--- src/hw/dip_defines.svh ---
`ifndef DIP_DEFINES_SVH
`define DIP_DEFINES_SVH

// ==================================================================
// converter word and midscale code
`define DIP_WORD_W 14
`define DIP_MIDSCALE 14'h2000
`define DIP_POS_MAX 14'h1fff
`define DIP_NEG_MIN 14'h2000

// ==================================================================
// half-band filter geometry
`define DIP_TAPS 43
`define DIP_HIST 22
`define DIP_CENTRE_IDX 18
`define DIP_CENTRE_POS 10
`define DIP_COEF_W 16
`define DIP_COEF_SHIFT 15
`define DIP_ACC_W 36

// ==================================================================
// odd coefficients h1..h21, signed, scaled by two to the fifteenth
`define DIP_H1 16'sh5108
`define DIP_H3 -16'sh19c8
`define DIP_H5 16'sh0e10
`define DIP_H7 -16'sh08fc
`define DIP_H9 16'sh060e
`define DIP_H11 -16'sh041a
`define DIP_H13 16'sh02bc
`define DIP_H15 -16'sh01c2
`define DIP_H17 16'sh010e
`define DIP_H19 -16'sh0096
`define DIP_H21 16'sh0046

// ==================================================================
// output phases inside one input word period of four cycles
`define DIP_PH_CENTRE 2'h0
`define DIP_PH_STUFF_A 2'h1
`define DIP_PH_SUM 2'h2
`define DIP_PH_STUFF_B 2'h3

`endif

--- src/hw/dip_pkg.sv ---
package dip_pkg;
   // pair of complementary converter codes with its update strobe
   typedef struct packed {
      logic [13:0] true_code;
      logic [13:0] comp_code;
      logic update;
   } dip_dac_s;

   // the four digital modes
   typedef enum logic [1:0] {
      dip_base_plain,
      dip_base_stuff,
      dip_if_plain,
      dip_if_stuff
   } dip_mode_e;
endpackage

--- src/hw/dip_path.sv ---
`timescale 1ns/1ns
`include "dip_defines.svh"
// How it works
// - each 14-bit word is captured on the rising edge of the data clock
// - the filter raises the rate by two: two samples per captured word
// - response select low gives low-pass, high gives high-pass
// - zero-stuff enable low disables stuffing, high enables it, independent of response
// - all four combinations of the two mode inputs work
// - without stuffing each filter sample reaches the converter at twice word rate
// - with stuffing the converter updates at four times word rate
// - straight binary: zeros give no true current, ones give no complement current
// - the filter is a 43-tap symmetric half-band FIR, even coefficients zero
// - high-pass comes from negating only the centre coefficient H(18)
// - with stuffing a midscale code follows every filter sample
module dip_path
   import dip_pkg::*;
(
   // clock and reset
   input wire logic ref_clk,
   input wire logic rst,
   // parallel data source pins
   input wire logic data_clk_pin,
   input wire logic [13:0] data_word,
   // static mode pins
   input wire logic filter_response_select,
   input wire logic zero_stuff_enable,
   // converter drive
   output dip_dac_s dac_out,
   output dip_mode_e mode
);

   // ==================================================================
   // helpers

   // offset binary to two's complement and back is one msb flip
   function automatic logic signed [13:0] flip_msb(input logic [13:0] v);
      flip_msb = {~v[13], v[12:0]};
   endfunction

   // clamp a wide signed value into the 14-bit signed range
   function automatic logic signed [13:0] sat14(input logic signed [`DIP_ACC_W-1:0] v);
      if (v > $signed({{(`DIP_ACC_W-14){1'b0}}, `DIP_POS_MAX}))
         sat14 = `DIP_POS_MAX;
      else if (v < $signed({{(`DIP_ACC_W-14){1'b1}}, `DIP_NEG_MIN}))
         sat14 = `DIP_NEG_MIN;
      else
         sat14 = v[13:0];
   endfunction

   // odd coefficient for pair k, k=0 nearest the centre
   function automatic logic signed [15:0] coef(input int k);
      case (k)
         0: coef = `DIP_H1;
         1: coef = `DIP_H3;
         2: coef = `DIP_H5;
         3: coef = `DIP_H7;
         4: coef = `DIP_H9;
         5: coef = `DIP_H11;
         6: coef = `DIP_H13;
         7: coef = `DIP_H15;
         8: coef = `DIP_H17;
         9: coef = `DIP_H19;
         default: coef = `DIP_H21;
      endcase
   endfunction

   // ==================================================================
   // pin synchronisers

   logic [2:0] clk_sync;
   logic [13:0] word_s1;
   logic [13:0] word_s2;
   logic [1:0] sel_sync;
   logic [1:0] stuff_sync;

   // data clock and word go through the same two stages so they stay aligned
   always_ff @(posedge ref_clk or posedge rst)
   begin
      if (rst)
      begin
         clk_sync <= 3'h0;
         word_s1 <= `DIP_MIDSCALE;
         word_s2 <= `DIP_MIDSCALE;
      end
      else
      begin
         clk_sync <= {clk_sync[1:0], data_clk_pin};
         word_s1 <= data_word;
         word_s2 <= word_s1;
      end
   end

   // mode pins are static, still synchronised so a change cannot go metastable
   always_ff @(posedge ref_clk or posedge rst)
   begin
      if (rst)
      begin
         sel_sync <= 2'h0;
         stuff_sync <= 2'h0;
      end
      else
      begin
         sel_sync <= {sel_sync[0], filter_response_select};
         stuff_sync <= {stuff_sync[0], zero_stuff_enable};
      end
   end

   logic high_pass;
   logic stuffing;
   logic capture;

   assign high_pass = sel_sync[1];
   assign stuffing = stuff_sync[1];
   // rising edge seen only from the second and third stages
   assign capture = clk_sync[1] & ~clk_sync[2];
   assign mode = dip_mode_e'({high_pass, stuffing});

   // ==================================================================
   // input history, newest in slot 0

   logic signed [13:0] hist [`DIP_HIST];

   // edge-triggered input register feeding the filter delay line
   always_ff @(posedge ref_clk or posedge rst)
   begin
      if (rst)
      begin
         for (int i = 0; i < `DIP_HIST; i++)
            hist[i] <= 14'h0000;
      end
      else if (capture)
      begin
         hist[0] <= flip_msb(word_s2);
         for (int i = 1; i < `DIP_HIST; i++)
            hist[i] <= hist[i-1];
      end
   end

   // ==================================================================
   // half-band arithmetic

   logic signed [`DIP_ACC_W-1:0] acc;
   logic signed [13:0] odd_sample;
   logic signed [13:0] centre_sample;

   // 22 nonzero outer taps fold into 11 symmetric pairs; even taps are zero
   always_comb
   begin
      logic signed [14:0] pair;
      pair = 15'sh0000;
      acc = '0;
      for (int k = 0; k < `DIP_HIST / 2; k++)
      begin
         pair = 15'(hist[`DIP_CENTRE_POS - k]) + 15'(hist[`DIP_CENTRE_POS + 1 + k]);
         // widen both factors first so the product keeps every bit
         acc = acc + `DIP_ACC_W'(pair) * `DIP_ACC_W'(coef(k));
      end
   end

   assign odd_sample = sat14(acc >>> `DIP_COEF_SHIFT);
   // the centre tap alone; high-pass negates it and nothing else
   assign centre_sample = high_pass ? sat14(-`DIP_ACC_W'(hist[`DIP_CENTRE_POS]))
                                    : hist[`DIP_CENTRE_POS];

   // ==================================================================
   // output phase sequencer

   logic [1:0] phase;
   logic running;

   // four cycles per word; a late word simply leaves the last phase held
   always_ff @(posedge ref_clk or posedge rst)
   begin
      if (rst)
      begin
         phase <= `DIP_PH_STUFF_B;
         running <= 1'b0;
      end
      else if (capture)
      begin
         phase <= `DIP_PH_CENTRE;
         running <= 1'b1;
      end
      else if (phase != `DIP_PH_STUFF_B)
      begin
         phase <= phase + 2'h1;
         running <= 1'b1;
      end
      else
         running <= 1'b0;
   end

   logic [13:0] next_code;
   logic next_update;

   // two filter samples per word, midscale after each of them when stuffing
   always_comb
   begin
      next_code = dac_out.true_code;
      next_update = 1'b0;
      if (running)
      begin
         case (phase)
            `DIP_PH_CENTRE:
            begin
               next_code = flip_msb(centre_sample);
               next_update = 1'b1;
            end
            `DIP_PH_SUM:
            begin
               next_code = flip_msb(odd_sample);
               next_update = 1'b1;
            end
            default:
            begin
               if (stuffing)
               begin
                  next_code = `DIP_MIDSCALE;
                  next_update = 1'b1;
               end
            end
         endcase
      end
   end

   // straight binary codes to the two current outputs
   always_ff @(posedge ref_clk or posedge rst)
   begin
      if (rst)
      begin
         dac_out.true_code <= `DIP_MIDSCALE;
         dac_out.comp_code <= ~`DIP_MIDSCALE;
         dac_out.update <= 1'b0;
      end
      else
      begin
         dac_out.true_code <= next_code;
         dac_out.comp_code <= ~next_code;
         dac_out.update <= next_update;
      end
   end

endmodule // dip_path

--- config.mk ---
export PLATFORM = sky130hd
export DESIGN_NAME = dip_path
export DESIGN_NICKNAME = d
export VERILOG_FILES = /design/src/hw/dip_pkg.sv /design/src/hw/dip_path.sv
export VERILOG_INCLUDE_DIRS = /design/src /design/src/hw
export SDC_FILE = /design/constraint.sdc
export NUM_CORES = 2
export LEC_CHECK = 0
export BUFFER_PORTS_ARGS = -buffer_cell sky130_fd_sc_hd__buf_2
export CORE_MARGIN = 4
export CORE_UTILIZATION = 50
export DETAILED_ROUTE_END_ITERATION = 8
export GPL_TIMING_DRIVEN = 1
export PLACE_DENSITY = 0.65
export SLEW_MARGIN = 30
export SYNTH_ARGS = -nofsm -noshare
export SYNTH_HDL_FRONTEND = slang
export SYNTH_SLANG_ARGS = --single-unit
--- constraint.sdc ---
create_clock -name ref_clk -period 15 [get_ports ref_clk]
set_input_delay 3 -clock ref_clk [delete_from_list [all_inputs] [get_ports ref_clk]]
set_output_delay 3 -clock ref_clk [all_outputs]
set_load 0.005 [all_outputs]
==> impl_metrics.env <==
export IMPL_status="finished, final reports clean"
export IMPL_antenna_found_initial=1
export IMPL_start_util_pct=50.40
export IMPL_die_height_um=342.2
export IMPL_cts_tree="done"
export IMPL_dp_hpwl_um=122600
export IMPL_synth_area_um2=55850
export IMPL_postCtsSetupRepairBufs=0
export IMPL_synth_distinct_cells=94
export IMPL_cp_startpoint="hist[42]"
export IMPL_fin_crit_sh_pct=87.91
export IMPL_grt_max_degree=157
export IMPL_syn_instance_count=6185
export IMPL_antenna_left=0
export IMPL_ctsHoldBuffers=0
export IMPL_crit_path_end_kind="flip-flop"
export IMPL_die_area_um2=117100
export IMPL_crit_path_top_delay_cell="o21a_1"
export IMPL_cts_htree_levels=2
export IMPL_grt_setup_unrepaired="no"
export IMPL_final_util_pct=53.46
export IMPL_coreArea_um2=110800
export IMPL_numCtsBuffers=44
export IMPL_drtIter0Drc=2818
export IMPL_crit_type="flip-flop to flip-flop"
export IMPL_vias=40630
export IMPL_hold_class="flip-flop to flip-flop"
export IMPL_wl_per_cell_um=18.49
export IMPL_layout_nets=7840
export IMPL_worst_path_max_fanout=26
export IMPL_path_clk_slew_ns=0.07
export IMPL_crit_top_cell="fa_1"
export IMPL_worst_path_largest_cell_delay_ns=0.70
export IMPL_grt_use_total_pct=25.05
export IMPL_synth_warnings=0
export IMPL_route_detailed_vias_per_inst=5.258
export IMPL_synth_compound_area_share_pct=8.952
export IMPL_finalCriticalPeriod_ns=13.19
export IMPL_syn_nets=7819
export IMPL_dr_pass1_iters=6
export IMPL_synth_edff_count=0
export IMPL_root_buffer="clkbuf_16"
export IMPL_final_common_cell="inv_1"
export IMPL_grt_overflow=0
export IMPL_tns_ns=0
export IMPL_ys_seq_elements=375
export IMPL_area_delta_synth_final_pct=6.085
export IMPL_grt_pass1_wl_um=230700
export IMPL_required_ns=15.42
export IMPL_port_buffers=49
export IMPL_io_pins=50
export IMPL_ys_seq_area_share_pct=16.84
export IMPL_cts_buffer_depth=3
export IMPL_ys_flop_type="dfrtp_1"
export IMPL_synth_xor_area_share_pct=6.192
export IMPL_arrival_ns=13.61
export IMPL_setup_viol=0
export IMPL_cts_sink_count=375
export IMPL_fin_skew_ns=0.04158
export IMPL_timing_max_cap_violations=0
export IMPL_die_width_um=342.2
export IMPL_grt_pass1_vias=41620
export IMPL_fmax_mhz=75.84
export IMPL_rr_worst_depth=44
export IMPL_synthMuxAreaShare_pct=0.3719
export IMPL_r2r_slack_ns=1.81
export IMPL_rows=122
export IMPL_final_cell_mix="1252 x inv_1, 1023 x nand2_1, 913 x ha_1, 702 x fa_1, 357 x dfrtp_1"
export IMPL_crit_path_start_kind="flip-flop"
export IMPL_regToRegStartpoint="hist[42]"
export IMPL_worst_pin_slew_ns=0.9755
export IMPL_slew_headroom_pct=34.50
export IMPL_n_fill_cell=10290
export IMPL_drc=0
export IMPL_post_cts_resized=0
export IMPL_synthAdderAreaFrac_pct=45.65
export IMPL_synth_simple_gate_area_share_pct=12.81
export IMPL_hold_viol=0
export IMPL_gp_congestion=0.9813
export IMPL_postSynthAreaPerCell_um2=9.030
export IMPL_wl_um=142900
export IMPL_layout_drive_gt1_share_pct=3.558
export IMPL_clk_latency_ns=0.61
export IMPL_synth_top_family_by_area="adder cells"
export IMPL_synth_async_sr_flop_share_pct=100.0
export IMPL_drv_slew=0
[cells by family after synthesis]
logic type,after synthesis
AOI/OAI and AO/OA,769
other,2
DFF,375
adders and majority gates,1617
muxes,20
xor gates and xnor gates,394
buffers and inverters,1349
and+or+nand+nor,1659
[cells in the mapped netlist, types with 11 or more instances]
cell type | count | area share (%)
a21oi_1 | 229 | 2.1
xor2_1 | 92 | 1.4
and3_1 | 27 | 0.30
nand3_1 | 64 | 0.57
nand2_1 | 1023 | 6.9
xnor2_1 | 301 | 4.7
fa_1 | 702 | 25
o211ai_1 | 30 | 0.40
dfstp_2 | 18 | 0.85
o21bai_1 | 35 | 0.47
nor3_1 | 122 | 1.1
nor2b_1 | 57 | 0.64
a21o_1 | 71 | 0.95
dfrtp_1 | 357 | 16
a211oi_1 | 23 | 0.31
inv_1 | 1253 | 8.4
and2_1 | 20 | 0.22
a31o_2 | 11 | 0.17
o21ai_0 | 162 | 1.5
nor2_1 | 211 | 1.4
clkbuf_1 | 73 | 0.49
a31oi_1 | 27 | 0.30
nand4_1 | 17 | 0.19
ha_1 | 913 | 20
a21boi_0 | 14 | 0.19
o211a_1 | 15 | 0.27
nand2b_1 | 25 | 0.28
o21a_1 | 34 | 0.46
or3_1 | 43 | 0.48
mux2i_1 | 14 | 0.25
or2_2 | 15 | 0.17
[worst max-delay path, delay by kind of cell, from the launching register on]
kind | cells | cell delay (ns)
AOI/OAI and AO/OA | 17 | 4.55
adders and majority gates | 14 | 6.21
buffers and inverters | 6 | 0.53
DFF | 1 | 0.37
xor gates and xnor gates | 3 | 0.81
and+or+nand+nor | 4 | 0.52
[stage by stage]
step / hold slack, ns / cells / setup WS (ns) / area, um^2
2_1_floorplan: 0.3312 / 6185 / 1.614 / 55850
3_3_place_gp: 0.3324 / 7647 / 2.050 / 57740
3_5_place_dp: 0.3347 / 7647 / 1.903 / 57750
4_1_cts: 0.3437 / 7726 / 1.861 / 59200
5_1_grt: 0.3412 / 7727 / 0.8891 / 59250
6_report: 0.3456 / 7728 / 1.814 / 59250
[layer usage]
metal	global-route usage (%)	routed length [um]	share of wire [%]	up-vias
met2	41.45	66940	47	818
met5	0	13	0.0091	-
li1	-	-	-	19730
met1	34.64	64150	45	19910
met4	7.421	4907	3.4	2
met3	3.083	6899	4.8	176
[worst min path at each step]
stage / endpoint / start / depth (start not counted)
3_3_place_gp: sel_sync[1] / sel_sync[0] / 0
6_report: word_s2[13] / word_s1[13] / 0
5_1_grt: word_s2[10] / word_s1[10] / 0
4_1_cts: word_s2[10] / word_s1[10] / 0
3_5_place_dp: clk_sync[1] / clk_sync[0] / 0
2_1_floorplan: clk_sync[1] / clk_sync[0] / 0
[layout make-up]
type / instances / area [um^2] / share of cell area, %
Antenna cell: 1 / 2.502 / 0.004224
Clock buffer: 62 / 1280 / 2.160
Clock inverter: 17 / 177.7 / 0.2999
Inverter: 1255 / 4718 / 7.964
Multi-Input combinational cell: 4461 / 41360 / 69.81
Sequential cell: 375 / 9407 / 15.88
Tap cell: 1488 / 1862 / 3.142
Timing Repair Buffer: 69 / 440.4 / 0.7434
[sequential cells by signal, summed over array words and instances, names as in the netlist, named ones only]
| name | count |
|---|---|
| word_s2 | 14 |
| running | 1 |
| clk_sync | 3 |
| phase | 2 |
| sel_sync | 2 |
| hist | 308 |
| dac_out | 15 |
| word_s1 | 14 |
| stuff_sync | 2 |
Power is left out: the tool's default activity adds up to more than one toggle a clock period on the data nets, which glitch-free logic cannot reach.
